--- src/core/converter_seq_pkg.sv ---
/*
  Constants shared by the converter start-up sequencer: timing, register
  offsets, field positions, reset values and the sequencer state type.
  Assumes a single 10 MHz system clock and a 32-bit classic Wishbone bus.
*/
package converter_seq_pkg;

  // clock
  localparam int unsigned CLK_PERIOD_NS = 100; // 10 MHz system clock

  // conversion time after sampling, in picoseconds (longest, rounds down)
  localparam int unsigned CONV_TIME_PS = 62500;
  localparam int unsigned CONV_CYC_RAW = CONV_TIME_PS / (CLK_PERIOD_NS * 1000);
  localparam int unsigned CONV_CYC = (CONV_CYC_RAW < 1) ? 1 : CONV_CYC_RAW;

  // attenuator settling wait (least time, rounds up)
  localparam int unsigned SETTLE_TIME_NS = 1000;
  localparam int unsigned SETTLE_CYC =
    (SETTLE_TIME_NS + CLK_PERIOD_NS - 1) / CLK_PERIOD_NS;
  // plain sampling phase without attenuator
  localparam int unsigned SAMPLE_CYC = 1;

  // longest programmable delay (rounds down)
  localparam int unsigned DELAY_MAX_NS = 32000;
  localparam int unsigned DELAY_MAX_CYC = DELAY_MAX_NS / CLK_PERIOD_NS;

  // widths
  localparam int unsigned DLY_W = 9;   // delay fields and delay counter
  localparam int unsigned SEQ_W = 8;   // sequencer phase counter
  localparam int unsigned CHAN_W = 4;  // input channel select
  localparam int unsigned ADDR_W = 8;  // byte address bits decoded

  // register byte offsets
  localparam logic [7:0] OFF_MAIN = 8'h00;   // converter_main_control
  localparam logic [7:0] OFF_SECOND = 8'h04; // converter_second_control
  localparam logic [7:0] OFF_DLY1 = 8'h08;   // delay_setting_first
  localparam logic [7:0] OFF_DLY2 = 8'h0c;   // delay_setting_second
  localparam logic [7:0] OFF_STATUS = 8'h10; // status, read only

  // converter_main_control fields
  localparam int unsigned MC_EN_BIT = 0;    // converter_enable_bit
  localparam int unsigned MC_START_BIT = 1; // conversion_start_bit
  localparam int unsigned MC_REG_BIT = 2;   // adc_regulator_enable
  localparam int unsigned MC_MUTE_BIT = 3;  // input_midscale_select
  localparam int unsigned MC_CHAN_LSB = 4;  // channel select
  localparam int unsigned MC_W = 8;

  // converter_second_control fields
  localparam int unsigned SC_DLY_EN_BIT = 0; // delay_counter_enable
  localparam int unsigned SC_ATTN_BIT = 1;   // input_attenuator_select
  localparam int unsigned SC_W = 2;

  // delay field positions
  localparam int unsigned DS_LO_LSB = 0;  // regulator / start delay
  localparam int unsigned DS_HI_LSB = 16; // converter enable delay

  // status fields
  localparam int unsigned ST_BUSY_BIT = 0;
  localparam int unsigned ST_REG_BIT = 1;
  localparam int unsigned ST_EN_BIT = 2;
  localparam int unsigned ST_START_BIT = 3;
  localparam int unsigned ST_COUNTING_BIT = 4;
  localparam int unsigned ST_STOPPED_BIT = 5;
  localparam int unsigned ST_ATTN_BIT = 6;
  localparam int unsigned ST_COUNT_LSB = 16;

  // battery channel code
  localparam logic [3:0] CHAN_BATTERY = 4'h3;

  // reset values, staggered: regulator, then enable, then start
  localparam logic [7:0] MC_RST = 8'h00;
  localparam logic [1:0] SC_RST = 2'h0;
  localparam logic [8:0] DLY_REG_RST = 9'h000;
  localparam logic [8:0] DLY_EN_RST = 9'h032;
  localparam logic [8:0] DLY_START_RST = 9'h064;

  // sequencer states
  typedef enum logic [1:0] {
    SEQ_IDLE = 2'b00,
    SEQ_SAMPLE = 2'b01,
    SEQ_CONVERT = 2'b10
  } seq_state_t;

endpackage

--- src/core/conv_seq_if.sv ---
/*
  Carrier between the register front end and the conversion sequencer.
  Assumes both ends run on the same clock.
*/
interface conv_seq_if;
  logic go;      // one-cycle launch pulse
  logic atten;   // attenuator engaged for this conversion
  logic busy;    // sequencer not idle
  logic sample;  // sampling phase
  logic convert; // conversion phase
  logic done;    // one-cycle end of conversion

  modport ctrl (output go, output atten,
                input busy, input sample, input convert, input done);
  modport seq (input go, input atten,
               output busy, output sample, output convert, output done);
endinterface

--- src/core/delay_tap.sv ---
/*
  One delayed control line: follows its request bit directly, or, with
  the delay counter in use, only once the count reaches its setting.
  Assumes count and setting come from the same clock domain.
*/
module delay_tap #(
  parameter int unsigned W = 9
) (
  input wire logic clk_i,
  input wire logic rst_i,
  input wire logic request_i,
  input wire logic delay_en_i,
  input wire logic [W-1:0] count_i,
  input wire logic [W-1:0] setting_i,
  output logic fire_o
);

  logic fire_d; // next line level

  // compare count with setting
  always_comb begin
    fire_d = request_i & (~delay_en_i | (count_i >= setting_i));
  end

  // register the line
  always_ff @(posedge clk_i) begin
    if (rst_i) begin
      fire_o <= 1'b0;
    end else begin
      fire_o <= fire_d;
    end
  end

endmodule

--- src/core/conv_sequencer.sv ---
/*
  Sampling and conversion phase sequencer. Lengthens the sampling phase
  while the attenuator is engaged and converts in one short phase.
  Assumes go is a one-cycle pulse given only while busy is low.
*/
module conv_sequencer
  import converter_seq_pkg::*;
(
  input wire logic clk_i,
  input wire logic rst_i,
  conv_seq_if.seq sq
);

  seq_state_t state_q, state_d; // phase
  logic [SEQ_W-1:0] cnt_q, cnt_d; // cycles left in phase
  logic sample_q, sample_d; // sampling switch
  logic convert_q, convert_d; // conversion strobe
  logic done_q, done_d; // end pulse

  // next phase
  always_comb begin
    state_d = state_q;
    cnt_d = cnt_q;
    sample_d = sample_q;
    convert_d = convert_q;
    done_d = 1'b0;
    unique case (state_q)
      SEQ_IDLE: begin
        if (sq.go) begin
          state_d = SEQ_SAMPLE;
          sample_d = 1'b1;
          // attenuator needs the longer settling wait
          cnt_d = sq.atten ? SEQ_W'(SETTLE_CYC - 1)
                           : SEQ_W'(SAMPLE_CYC - 1);
        end
      end
      SEQ_SAMPLE: begin
        if (cnt_q == '0) begin
          state_d = SEQ_CONVERT;
          sample_d = 1'b0;
          convert_d = 1'b1;
          cnt_d = SEQ_W'(CONV_CYC - 1);
        end else begin
          cnt_d = cnt_q - 1'b1;
        end
      end
      SEQ_CONVERT: begin
        if (cnt_q == '0) begin
          // same short phase with or without attenuator
          state_d = SEQ_IDLE;
          convert_d = 1'b0;
          done_d = 1'b1;
        end else begin
          cnt_d = cnt_q - 1'b1;
        end
      end
      default: begin
        state_d = SEQ_IDLE;
        sample_d = 1'b0;
        convert_d = 1'b0;
      end
    endcase
  end

  // register phase state
  always_ff @(posedge clk_i) begin
    if (rst_i) begin
      state_q <= SEQ_IDLE;
      cnt_q <= '0;
      sample_q <= 1'b0;
      convert_q <= 1'b0;
      done_q <= 1'b0;
    end else begin
      state_q <= state_d;
      cnt_q <= cnt_d;
      sample_q <= sample_d;
      convert_q <= convert_d;
      done_q <= done_d;
    end
  end

  assign sq.busy = (state_q != SEQ_IDLE);
  assign sq.sample = sample_q;
  assign sq.convert = convert_q;
  assign sq.done = done_q;

endmodule

--- src/core/adc_start_delay_sequencer.sv ---
/*
  Start-up and conversion control for the general purpose converter:
  Wishbone register file, delay counter, three delayed control lines
  and the attenuator / midscale selection towards the analog macro.
  Assumes a classic Wishbone master on clk_i and an analog macro that
  acts on the registered control outputs.
*/
// Behaviour
// - conversion lasts one short phase after sampling
// - battery channel forces attenuator and settling wait
// - counter delays regulator, enable, start up to 32us
// - delay settings reset to staggered safe order
// - counting begins on start write with enable
// - counter stops when conversion completes
// - clearing counter enable resets the counter
// - midscale select switches input to centre level
module adc_start_delay_sequencer
  import converter_seq_pkg::*;
(
  input wire logic clk_i,
  input wire logic rst_i,
  input wire logic wb_cyc_i,
  input wire logic wb_stb_i,
  input wire logic wb_we_i,
  input wire logic [ADDR_W-1:0] wb_adr_i,
  input wire logic [3:0] wb_sel_i,
  input wire logic [31:0] wb_dat_i,
  output logic [31:0] wb_dat_o,
  output logic wb_ack_o,
  output logic regulator_en_o,
  output logic converter_en_o,
  output logic conv_start_o,
  output logic sample_o,
  output logic convert_o,
  output logic conversion_done_o,
  output logic attenuator_o,
  output logic midscale_o,
  output logic [CHAN_W-1:0] channel_o
);

  conv_seq_if sq (); // link to sequencer

  // register state
  logic [MC_W-1:0] main_q, main_d; // converter_main_control
  logic [SC_W-1:0] second_q, second_d; // converter_second_control
  logic [DLY_W-1:0] dly_reg_q, dly_reg_d; // regulator delay
  logic [DLY_W-1:0] dly_en_q, dly_en_d; // converter enable delay
  logic [DLY_W-1:0] dly_start_q, dly_start_d; // start delay
  // delay counter state
  logic [DLY_W-1:0] count_q, count_d; // cycles since start write
  logic counting_q, counting_d; // counter running
  logic stopped_q, stopped_d; // finished, awaiting reset
  logic launched_q, launched_d; // conversion issued for this start
  // bus answer
  logic ack_q, ack_d;
  logic [31:0] rdata_q, rdata_d;
  // analog side selects
  logic attn_q, attn_d;
  logic mid_q, mid_d;
  logic [CHAN_W-1:0] chan_q, chan_d;

  // decoded bus request
  logic req; // new request this cycle
  logic wr; // write request
  logic [31:0] wmain; // merged main word
  logic [31:0] wsecond; // merged second word
  logic [31:0] wdly1; // merged first delay word
  logic [31:0] wdly2; // merged second delay word
  logic [MC_W-1:0] main_base; // main after hardware clear
  logic delay_en; // delay_counter_enable level
  logic reg_fire; // delayed regulator line
  logic en_fire; // delayed converter enable line
  logic start_fire; // delayed start line
  logic start_wr; // software writes start = 1

  // byte-lane write merge
  function automatic logic [31:0] merge(input logic [31:0] old,
                                        input logic [31:0] wd,
                                        input logic [3:0] sel);
    logic [31:0] r;
    r = old;
    for (int i = 0; i < 4; i++) begin
      if (sel[i]) begin
        r[i*8 +: 8] = wd[i*8 +: 8];
      end
    end
    return r;
  endfunction

  // limit a programmed delay to the longest allowed
  function automatic logic [DLY_W-1:0] clamp(input logic [DLY_W-1:0] v);
    logic [DLY_W-1:0] lim;
    lim = DLY_W'(DELAY_MAX_CYC);
    return (v > lim) ? lim : v;
  endfunction

  assign delay_en = second_q[SC_DLY_EN_BIT];
  assign req = wb_cyc_i & wb_stb_i & ~ack_q;
  assign wr = req & wb_we_i;

  // one tap per delayed line
  delay_tap #(.W(DLY_W)) u_tap_reg (
    .clk_i(clk_i),
    .rst_i(rst_i),
    .request_i(main_q[MC_REG_BIT]),
    .delay_en_i(delay_en),
    .count_i(count_q),
    .setting_i(dly_reg_q),
    .fire_o(reg_fire)
  );

  delay_tap #(.W(DLY_W)) u_tap_en (
    .clk_i(clk_i),
    .rst_i(rst_i),
    .request_i(main_q[MC_EN_BIT]),
    .delay_en_i(delay_en),
    .count_i(count_q),
    .setting_i(dly_en_q),
    .fire_o(en_fire)
  );

  delay_tap #(.W(DLY_W)) u_tap_start (
    .clk_i(clk_i),
    .rst_i(rst_i),
    .request_i(main_q[MC_START_BIT] & ~launched_q),
    .delay_en_i(delay_en),
    .count_i(count_q),
    .setting_i(dly_start_q),
    .fire_o(start_fire)
  );

  conv_sequencer u_seq (
    .clk_i(clk_i),
    .rst_i(rst_i),
    .sq(sq)
  );

  // launch once the delayed start and enable are both up
  assign sq.go = start_fire & en_fire & ~launched_q & ~sq.busy;
  assign sq.atten = attn_q;

  // control registers and delay counter
  always_comb begin
    // start bit clears when its conversion ends; a write can set it again
    main_base = main_q;
    if (sq.done) begin
      main_base[MC_START_BIT] = 1'b0;
    end
    wmain = merge({{(32-MC_W){1'b0}}, main_base}, wb_dat_i, wb_sel_i);
    wsecond = merge({{(32-SC_W){1'b0}}, second_q}, wb_dat_i, wb_sel_i);
    wdly1 = merge({7'h00, dly_en_q, 7'h00, dly_reg_q}, wb_dat_i, wb_sel_i);
    wdly2 = merge({23'h000000, dly_start_q}, wb_dat_i, wb_sel_i);
    main_d = main_base;
    second_d = second_q;
    dly_reg_d = dly_reg_q;
    dly_en_d = dly_en_q;
    dly_start_d = dly_start_q;
    start_wr = 1'b0;
    if (wr) begin
      unique case (wb_adr_i)
        OFF_MAIN: begin
          main_d = wmain[MC_W-1:0];
          start_wr = wmain[MC_START_BIT] & wb_sel_i[0];
        end
        OFF_SECOND: second_d = wsecond[SC_W-1:0];
        OFF_DLY1: begin
          dly_reg_d = clamp(wdly1[DS_LO_LSB +: DLY_W]);
          dly_en_d = clamp(wdly1[DS_HI_LSB +: DLY_W]);
        end
        OFF_DLY2: dly_start_d = clamp(wdly2[DS_LO_LSB +: DLY_W]);
        default: main_d = main_base; // unmapped or read only
      endcase
    end

    // delay counter
    count_d = count_q;
    counting_d = counting_q;
    stopped_d = stopped_q;
    if (counting_q && count_q != {DLY_W{1'b1}}) begin
      count_d = count_q + 1'b1;
    end
    if (start_wr && delay_en && !counting_q && !stopped_q) begin
      counting_d = 1'b1;
    end
    if (sq.done && counting_q) begin
      counting_d = 1'b0;
      stopped_d = 1'b1;
      count_d = count_q;
    end
    if (!second_d[SC_DLY_EN_BIT]) begin
      count_d = '0;
      counting_d = 1'b0;
      stopped_d = 1'b0;
    end

    // one conversion per start bit
    launched_d = launched_q;
    if (sq.go) begin
      launched_d = 1'b1;
    end
    if (sq.done) begin
      launched_d = 1'b0;
    end

    // analog side selects
    attn_d = second_q[SC_ATTN_BIT] |
             (main_q[MC_CHAN_LSB +: CHAN_W] == CHAN_BATTERY);
    mid_d = main_q[MC_MUTE_BIT];
    chan_d = main_q[MC_CHAN_LSB +: CHAN_W];
  end

  // bus answer and read data
  always_comb begin
    ack_d = req; // one answer per request, dropped next cycle
    rdata_d = '0;
    if (req && !wb_we_i) begin
      unique case (wb_adr_i)
        OFF_MAIN: rdata_d[MC_W-1:0] = main_q;
        OFF_SECOND: rdata_d[SC_W-1:0] = second_q;
        OFF_DLY1: begin
          rdata_d[DS_LO_LSB +: DLY_W] = dly_reg_q;
          rdata_d[DS_HI_LSB +: DLY_W] = dly_en_q;
        end
        OFF_DLY2: rdata_d[DS_LO_LSB +: DLY_W] = dly_start_q;
        OFF_STATUS: begin
          rdata_d[ST_BUSY_BIT] = sq.busy;
          rdata_d[ST_REG_BIT] = reg_fire;
          rdata_d[ST_EN_BIT] = en_fire;
          rdata_d[ST_START_BIT] = start_fire;
          rdata_d[ST_COUNTING_BIT] = counting_q;
          rdata_d[ST_STOPPED_BIT] = stopped_q;
          rdata_d[ST_ATTN_BIT] = attn_q;
          rdata_d[ST_COUNT_LSB +: DLY_W] = count_q;
        end
        default: rdata_d = '0; // unmapped reads zero
      endcase
    end
  end

  // register everything
  always_ff @(posedge clk_i) begin
    if (rst_i) begin
      main_q <= MC_RST;
      second_q <= SC_RST;
      dly_reg_q <= DLY_REG_RST;
      dly_en_q <= DLY_EN_RST;
      dly_start_q <= DLY_START_RST;
      count_q <= '0;
      counting_q <= 1'b0;
      stopped_q <= 1'b0;
      launched_q <= 1'b0;
      ack_q <= 1'b0;
      rdata_q <= '0;
      attn_q <= 1'b0;
      mid_q <= 1'b0;
      chan_q <= '0;
    end else begin
      main_q <= main_d;
      second_q <= second_d;
      dly_reg_q <= dly_reg_d;
      dly_en_q <= dly_en_d;
      dly_start_q <= dly_start_d;
      count_q <= count_d;
      counting_q <= counting_d;
      stopped_q <= stopped_d;
      launched_q <= launched_d;
      ack_q <= ack_d;
      rdata_q <= rdata_d;
      attn_q <= attn_d;
      mid_q <= mid_d;
      chan_q <= chan_d;
    end
  end

  // outputs, all from flip-flops
  assign wb_ack_o = ack_q;
  assign wb_dat_o = rdata_q;
  assign regulator_en_o = reg_fire;
  assign converter_en_o = en_fire;
  assign conv_start_o = start_fire;
  assign sample_o = sq.sample;
  assign convert_o = sq.convert;
  assign conversion_done_o = sq.done;
  assign attenuator_o = attn_q;
  assign midscale_o = mid_q;
  assign channel_o = chan_q;

endmodule

--- config.mk ---
export PLATFORM = sky130hd
export DESIGN_NAME = adc_start_delay_sequencer
export DESIGN_NICKNAME = d
export VERILOG_FILES = /design/src/core/converter_seq_pkg.sv /design/src/core/conv_seq_if.sv /design/src/core/delay_tap.sv /design/src/core/conv_sequencer.sv /design/src/core/adc_start_delay_sequencer.sv
export SDC_FILE = /design/constraint.sdc
export NUM_CORES = 1
export LEC_CHECK = 0
export ABC_AREA = 0
export BUFFER_PORTS_ARGS = -buffer_cell sky130_fd_sc_hd__buf_2
export CAP_MARGIN = 20
export CORE_MARGIN = 3
export CORE_UTILIZATION = 50
export CTS_CLUSTER_DIAMETER = 150
export CTS_CLUSTER_SIZE = 25
export DETAILED_ROUTE_END_ITERATION = 10
export PLACE_DENSITY = 0.7
export SLEW_MARGIN = 10
export SYNTH_ARGS = -nofsm -noshare
export SYNTH_HDL_FRONTEND = slang
export SYNTH_SLANG_ARGS = --single-unit
--- constraint.sdc ---
create_clock -name clk_i -period 2 [get_ports clk_i]
set_input_delay 0.1 -clock clk_i [delete_from_list [all_inputs] [get_ports clk_i]]
set_output_delay 0.1 -clock clk_i [all_outputs]
set_load 0.02 [all_outputs]
==> results of run 1 <==
-- cell usage after synthesis (all sizes together) (2+ instances only) --
cell,count,share of area (%)
o211a,2,0.41
nand3b,2,0.31
o22ai,9,1.2
o31a,2,0.36
xor2,10,1.8
nand3,22,2.3
nor4b,2,0.36
nor4,10,2.5
xnor2,3,0.54
and2,10,1.3
nor2b,8,1.0
nand4,10,1.3
and3b,2,0.36
o21ai,17,1.8
nor4bb,2,0.41
nand2b,7,0.90
a32o,4,0.83
nor2,53,4.3
nor3,22,2.5
ha,34,8.8
a22oi,17,2.6
or4,2,0.39
mux2i,15,3.1
o31ai,3,0.57
a211oi,5,0.77
dfxtp,90,37
a22o,7,1.3
nor3b,8,1.3
a221o,2,0.41
o211ai,2,0.31
buf,22,3.1
inv,40,3.1
nand2,45,3.5
and3,4,0.52
a21o,5,0.77
a21oi,35,3.6
clkbuf,8,0.62
-- metrics by stage --
step                instances  power, mW  TNS, ps
finish                    791       3.22        0
global route              791       3.34        0
CTS                       791       3.24        0
detailed placement        763       2.05    -73.1
global placement          763       2.04        0
floorplan                 571       1.97        0
-- flip-flops by register name, summed over array words and instances, names as in the netlist, 2 cells and up --
signal and flops:
dly_reg_q 9, dly_en_q 9, second_q 2, u_seq.cnt_q 8, channel_o 4, u_seq.state_q 2, wb_dat_o 18, main_q 8
count_q 9, dly_start_q 9
-- worst paths after layout --
kind                startpoint  slack [ps]           to
hold reg to reg      main_q[3]         490   midscale_o
hold / removal    wb_dat_i[23]          30  dly_en_q[7]
setup reg to reg    count_q[0]         140   count_q[5]
setup / recovery    count_q[0]         140   count_q[5]
-- power breakdown --
part / leakage [nW] / internal [mW] / switching [mW]
clock: 0.0940 / 0.478 / 0.719
combinational: 1.54 / 0.0799 / 0.155
sequential: 0.725 / 1.79 / 0.000677
total: 2.36 / 2.35 / 0.875
-- timing repair --
| item | in CTS | in global routing |
|---|---|---|
| endpoints found under the hold margin | 10 | 0 |
| hold buffers | 12 | 0 |
| setup endpoints to repair | 0 | 9 |
| gates resized for setup | 0 | 5 |
-- final cells by class --
type                    instances  area (sq um)  area share [%]
repair buffers                105           656            11.4
inverters                      40           150            2.62
multi-input cells             411          2790            48.5
clock inverters                 7          61.3            1.07
well taps                     129           161            2.81
clock buffers                   9           124            2.16
flip-flops and latches         90          1800            31.4
-- routing by layer --
layer  wire (um)  GRT usage [%]  vias to the layer above
li1            -              -                     2170
met5           0              0                        -
met3         921           4.35                       26
met2        5600           37.0                      188
met4         387           10.2                        0
met1        5700           29.5                     2043
-- cell usage in the layout (no fill, tap or decap), types with 5 or more instances in the layout --
cell type / n
dfxtp_1: 90
buf_2: 65
nor2_1: 49
nand2_1: 44
inv_1: 40
a21oi_1: 35
ha_1: 34
buf_4: 28
nand3_1: 21
nor3_1: 21
a22oi_1: 17
o21ai_0: 15
mux2i_1: 15
conb_1: 14
dlygate4sd3_1: 12
nand4_1: 10
xor2_1: 10
and2_1: 9
o22ai_1: 9
clkbuf_8: 9
nor2b_1: 8
nand2b_1: 7
a22o_1: 7
nor3b_1: 6
nor4_1: 5
a21o_1: 5
a211oi_1: 5
-- critical path, cell delays in order, from the launching register on --
cell and delay [ps]:
dfxtp_1 330, ha_1 220, nand3_1 100, nor2_1 50, ha_1 200, nor3b_4 270
nand4_1 220, nor2_1 180, xnor2_1 150, nor2_2 40
-- cells by family (layout without fill, tap and decap cells) --
kind of cell / Yosys count / after routing / synth area share [%]
xor+xnor: 13 / 13 / 2.35
buf+inv: 70 / 161 / 6.84
compound gates: 120 / 120 / 17.1
simple gates: 214 / 214 / 24.2
fa+ha+maj: 34 / 34 / 8.78
flops: 90 / 90 / 37.2
other cells: 1 / 14 / 0.0774
mux: 16 / 16 / 3.41
==> metrics, run 1 <==
outcome finished, final reports clean; Layout Utilization 61.5%; worst hold margin 29.4 ps; RePlAce Congestion 0.931; flops & latches, synth 90; CTS clk-pin slew, worst paths 90 ps; fmax 538 MHz; Worst EP arrival 2120 ps; CTS tree done; Initial Util 51.9%; htree depth 3; PwrDens 562 nW/um^2; max cap viols 0; kind of critical path flop to flop; Pleak 2.36 nW; HPWL reported at the end of detailed placement 9.48 mm; Pre-antenna DRT Iters 5; via count 4427; area delta synth->final 18.5%; register area share after synthesis 37.2%; Core ar. 9330 sq um; average cell area after synthesis 8.68 sq um; crit start category flop; pre-CTS setup slack -15.1 ps; largest net degree at the start of global routing 32; GRT Overall Usage 22.9%; worst vdd ir 0.000380 V; Setup WS post-layout 141 ps; final setup fails 0; DRC Markers 0; grt total ovfl 0; FFs w/ async S/R, synth 0%; post-synthesis cell count 558; most common flop cell mapped by yosys dfxtp_1; PortBufs 65; die footprint 10900 sq um; post-synth cell types 66; fin. max-slew vios 0; TritonCTS Buffers 9; R2R depth 9; filler cell count 856; design area 5740 sq um; # diodes 0; final clock period utilization by the worst path 92.9%; clock net sink count 90; Hold Path Depth 3; Die Ht 104 um; max_slew headroom 58.0%; initial detailed-routing violation count 243; Worst-Skew Late Latency 370 ps; placed cell area 5410 sq um; unrepaired setup endpoints after global routing no; Detail Route Antenna Nets 0; Post-synth EDFFs 0; Die X-Extent 104 um; Req. time, crit path 2260 ps; crit end category flop; first-pass GRT wire length 20.4 mm; share of cells above drive strength 1 20.1%; min Tclk post-route 1860 ps; initial antenna violation count 0; I/O Pins 94; Max FO, Critical Path 4; endpoints failing hold 0; CTS root buf clkbuf_8; clock tree buffer depth 2; Worst Max-Slew Pin Slew 629 ps; vias per inst 5.60; Routed wire per std cell 15.9 um; postcts setup bufs 0; Post-Route WL 12.6 mm; Final nets 740; Cell Rows 35; synthesized area 4840 sq um; warnings from Yosys 0; vias in the first global route 4199; worst min path class primary input to flop; skew final 8.85 ps
No activity file was read; power rests on OpenSTA's default activity.
==> inputs of run 2 (changes only) <==
--- a/config.mk
+++ b/config.mk
@@ -8,12 +8,14 @@
 export ABC_AREA = 0
 export BUFFER_PORTS_ARGS = -buffer_cell sky130_fd_sc_hd__buf_2
 export CAP_MARGIN = 20
+export CELL_PAD_IN_SITES_DETAIL_PLACEMENT = 0
+export CELL_PAD_IN_SITES_GLOBAL_PLACEMENT = 1
 export CORE_MARGIN = 3
-export CORE_UTILIZATION = 50
+export CORE_UTILIZATION = 42
 export CTS_CLUSTER_DIAMETER = 150
 export CTS_CLUSTER_SIZE = 25
 export DETAILED_ROUTE_END_ITERATION = 10
-export PLACE_DENSITY = 0.7
+export PLACE_DENSITY = 0.78
 export SLEW_MARGIN = 10
 export SYNTH_ARGS = -nofsm -noshare
 export SYNTH_HDL_FRONTEND = slang
==> metrics, run 2 (synthesized netlist as in run 1, its figures left out) <==
final cell count without fillers 795; vias per inst 5.57; max_slew headroom 51.5%; Worst Max-Slew Pin Slew 727 ps; worst min path class primary input to flop; CTS root buf clkbuf_16; filler cell count 1059; DRC Markers 0; max cap viols 0; worst vdd ir 0.000421 V; GR Util met1 28.5%; Worst-Skew Late Latency 340 ps; GRT Overall Usage 21.1%; grt total ovfl 0; Final nets 734; min Tclk post-route 1920 ps; final setup fails 0; Core ar. 11100 sq um; HPWL reported at the end of detailed placement 10.1 mm; Die Ht 113 um; grt peak-use layer met2; final clock period utilization by the worst path 95.9%; TNS Setup 0 ps; GRT met2 Usage 33.3%; Initial Util 43.7%; M3 GR Usage 3.66%; max reg flops 18; initial antenna violation count 0; clock power share 47.0%; fmax 521 MHz; Detail Route Antenna Nets 0; clock tree buffer depth 2; placed cell count 774; Psw 0.874 mW; commonest non-fill, non-tap cell in the layout dfxtp_1; I/O Pins 94; Internal 2.95 mW; Worst EP arrival 2140 ps; largest net degree at the start of global routing 29; # diodes 0; area delta synth->final 20.6%; r2r setup slk 120 ps; Die X-Extent 113 um; RePlAce Congestion 0.879; clock net sink count 90; kind of critical path primary input to flop; R2R depth 5; Gate power share 6.1%; Hold Path Depth 3; vias in the first global route 4263; fin. max-slew vios 0; via count 4427; PwrDens 655 nW/um^2; Reg power frac 46.9%; Pleak 2.40 nW; PortBufs 65; commonest cells after routing, fill and taps aside 89 x dfxtp_1, 65 x buf_2, 49 x nor2_1, 44 x nand2_1, 40 x inv_1; cell breakdown of the critical path dlygate4sd3_1, buf_2, or3_1, nor4_4, mux2_4, nand2_4, nor2_1; slowest CP cell dlygate4sd3_1; die footprint 12900 sq um; htree depth 3; Worst path top cell family by delay simple AND/OR/NAND/NOR gates; Cell Rows 38; CTS tree done; buffers and inverters on the worst path 2; crit start category primary input; Post-Route WL 13.5 mm; Sw Ratio 22.8%; Levels on crit path 7; share of cells above drive strength 1 20.2%; Max FO, Critical Path 12; skew final 6.20 ps; TritonCTS Buffers 9; crit end category flop; Req. time, crit path 2220 ps; Crit path largest cell delay 530 ps; outcome finished, final reports clean; endpoints failing hold 0; first-pass GRT wire length 21.5 mm; CTS clk-pin slew, worst paths 60 ps; Routed wire per std cell 16.9 um; initial detailed-routing violation count 238; Pre-antenna DRT Iters 5
==> run 2: changes by cell type in the layout (fill, tap and decap cells not counted), moves of 2 or more <==
| cell | delta |
|---|---|
| clkbuf_8 | -9 |
| inv_8 | -2 |
| clkbuf_16 | +9 |
| inv_6 | -2 |
| dlygate4sd3_1 | -6 |
| bufinv_16 | +2 |
==> run 2: stage by stage <==
stage | worst slack [ps] | total power [mW] | hold WS, ps | utilization, % | instance area (sq um)
after floorplan | 159 | 1.97 | 178 | - | 4890
after global placement | 60.3 | 2.05 | 322 | 48.9 | 5420
after detailed placement | 39.9 | 2.05 | 331 | 48.9 | 5420
after CTS | 10.1 | 3.84 | 3.74 | 52.3 | 5790
after global routing | -28.9 | 3.94 | 20.9 | 52.7 | 5840
final | 81.7 | 3.83 | 14.7 | 52.7 | 5840
==> run 2: layout make-up <==
class                      instances  area, sq um  area share, %
sequential                        90         1800           30.9
clock inverter                     5         80.1           1.37
timing repair buffer              99          596           10.2
clock buffer                      10          229           3.92
inverter                          40          150           2.57
multi-input combinational        411         2810           48.1
tap                              140          175           3.00
==> run 2: timing repair <==
item                                    CTS  global route
endpoints found under the hold margin     5             0
setup buffers                             0             0
resized for setup                         0            10
hold buffers                              6             0
endpoints found under the setup margin    0            37
==> run 2: worst register-to-register path, stage by stage (launching register included) <==
cell and delay, ps:
dfxtp_1 390, nor3b_1 290, o22ai_1 120, o31a_1 310
o31ai_2 480, a22o_1 240
==> run 2: per-layer routing <==
layer,routed length [um],vias up,part of all wire [%]
met5,0,-,0
met4,385,0,2.9
met3,747,27,5.5
met2,5960,140,44
met1,6360,2103,47
li1,-,2157,-
==> run 2: worst paths after layout <==
| kind | startpoint | to |
|---|---|---|
| worst max-delay path | wb_adr_i[1] | count_q[0] |
| worst min-delay path | wb_cyc_i | wb_ack_o |
| worst max register to register | dly_reg_q[7] | dly_reg_q[3] |
| worst min register to register | wb_ack_o | wb_ack_o |
==> run 2: power groups by stage <==
stage / Clock, mW / Combinational (mW) / Sequential (mW)
after global placement: 0 / 0.216 / 1.83
after global routing: 1.90 / 0.251 / 1.79
after CTS: 1.82 / 0.227 / 1.79
after floorplan: 0 / 0.140 / 1.83
after detailed placement: 0 / 0.217 / 1.83
final: 1.80 / 0.234 / 1.79
==> inputs of run 3 (changes only) <==
--- a/config.mk
+++ b/config.mk
@@ -10,7 +10,7 @@
 export CAP_MARGIN = 20
 export CELL_PAD_IN_SITES_DETAIL_PLACEMENT = 0
 export CELL_PAD_IN_SITES_GLOBAL_PLACEMENT = 1
-export CORE_MARGIN = 3
+export CORE_MARGIN = 1.5
 export CORE_UTILIZATION = 42
 export CTS_CLUSTER_DIAMETER = 150
 export CTS_CLUSTER_SIZE = 25
==> metrics, run 3 (synthesized netlist as in run 1, its figures left out) <==
Worst-Skew Late Latency 350 ps; placed cell count 780; Worst EP arrival 2110 ps; crit end category flop; worst vdd ir 0.000327 V; Crit path largest cell delay 360 ps; final cell count without fillers 803; # diodes 0; fin. max-slew vios 0; initial detailed-routing violation count 222; CTS clk-pin slew, worst paths 70 ps; kind of critical path flop to flop; GRT Overall Usage 21.9%; min Tclk post-route 1870 ps; Post-Route WL 13.2 mm; Pleak 2.39 nW; clock net sink count 90; worst hold margin 13.9 ps; Die X-Extent 110 um; RePlAce Congestion 0.856; clock tree buffer depth 2; Core ar. 11300 sq um; filler cell count 1100; max cap viols 0; TNS Setup 0 ps; Die Ht 110 um; worst min path class primary input to flop; Worst Max-Slew Pin Slew 612 ps; Pre-antenna DRT Iters 4; commonest cells after routing, fill and taps aside 90 x dfxtp_1, 65 x buf_2, 49 x nor2_1, 44 x nand2_1, 40 x inv_1; cell breakdown of the critical path ha_1, nand3_1, nor2_1, ha_1, nor3b_4, and3_1, nand4_1, xor2_1, nor2_2; PortBufs 65; PwrDens 648 nW/um^2; grt total ovfl 0; final clock period utilization by the worst path 93.7%; unrepaired setup endpoints after global routing no; DRC Markers 0; Routed wire per std cell 16.4 um; outcome finished, final reports clean; HPWL reported at the end of detailed placement 9.85 mm; final setup fails 0; die footprint 12200 sq um; slowest CP cell dfxtp_1; crit start category flop; endpoints failing hold 0; Cell Rows 39; Initial Util 42.8%; via count 4353; skew final 10.9 ps; max_slew headroom 59.2%; commonest non-fill, non-tap cell in the layout dfxtp_1; max reg flops 18; CTS root buf clkbuf_16; Max FO, Critical Path 5; Req. time, crit path 2240 ps; largest net degree at the start of global routing 31; area delta synth->final 20.6%; Detail Route Antenna Nets 0; first-pass GRT wire length 21.3 mm; Final nets 738; initial antenna violation count 0; share of cells above drive strength 1 20.5%; vias per inst 5.42; fmax 534 MHz; CTS tree done; vias in the first global route 4156; htree depth 3; TritonCTS Buffers 9; I/O Pins 94; Crit path top cell by count ha_1
==> run 3: final timing paths <==
| check | start | endpoint | slack, ps | cells after the start |
|---|---|---|---|---|
| setup / recovery | count_q[0] | count_q[6] | 130 | 9 |
| hold / removal | wb_dat_i[24] | dly_en_q[8] | 10 | 3 |
| setup reg to reg | count_q[0] | count_q[6] | 130 | 9 |
| hold reg to reg | wb_ack_o | wb_ack_o | 450 | 1 |
==> run 3: power by group <==
part,switching [mW],internal [mW],leakage (nW)
Combinational,0.155,0.0755,1.53
Sequential,0.000681,1.79,0.725
Clock,0.762,1.00,0.141
==> run 3: metrics by stage <==
step	cell area, sq um	setup slack [ps]	utilization [%]	total power, mW
floorplan	4890	159	-	1.97
global placement	5450	2.30	48.1	2.05
detailed placement	5450	-1.12	48.1	2.05
CTS	5820	100	51.4	3.79
global route	5840	4.51	51.6	3.88
finish	5840	127	51.6	3.79
==> run 3: per-layer routing <==
metal	track usage, %	routed length, um
met4	10.5	353
met2	33.9	5940
met3	3.46	642
met1	29.9	6270
met5	0	0
==> run 3: layout make-up <==
type / count / area (sq um) / share of cell area (%)
clock buffers: 10 / 239 / 4.09
multi-input cells: 411 / 2780 / 47.6
repair buffers: 103 / 628 / 10.7
clock inverters: 6 / 66.3 / 1.13
flip-flops and latches: 90 / 1800 / 30.8
inverters: 40 / 150 / 2.57
well taps: 143 / 179 / 3.06
==> run 3: critical path, delay by kind of cell (launching register included) <==
kind | cells | cell delay [ps]
adders and majority gates | 2 | 440
xor gates and xnor gates | 1 | 180
and+or+nand+nor | 6 | 780
DFF | 1 | 360
==> run 3: timing repair <==
action                                  CTS  global route
gates resized for setup                   0             4
hold buffers                              7             0
hold endpoints to repair                  5             0
buffers inserted                          0             0
endpoints found under the setup margin    0            14
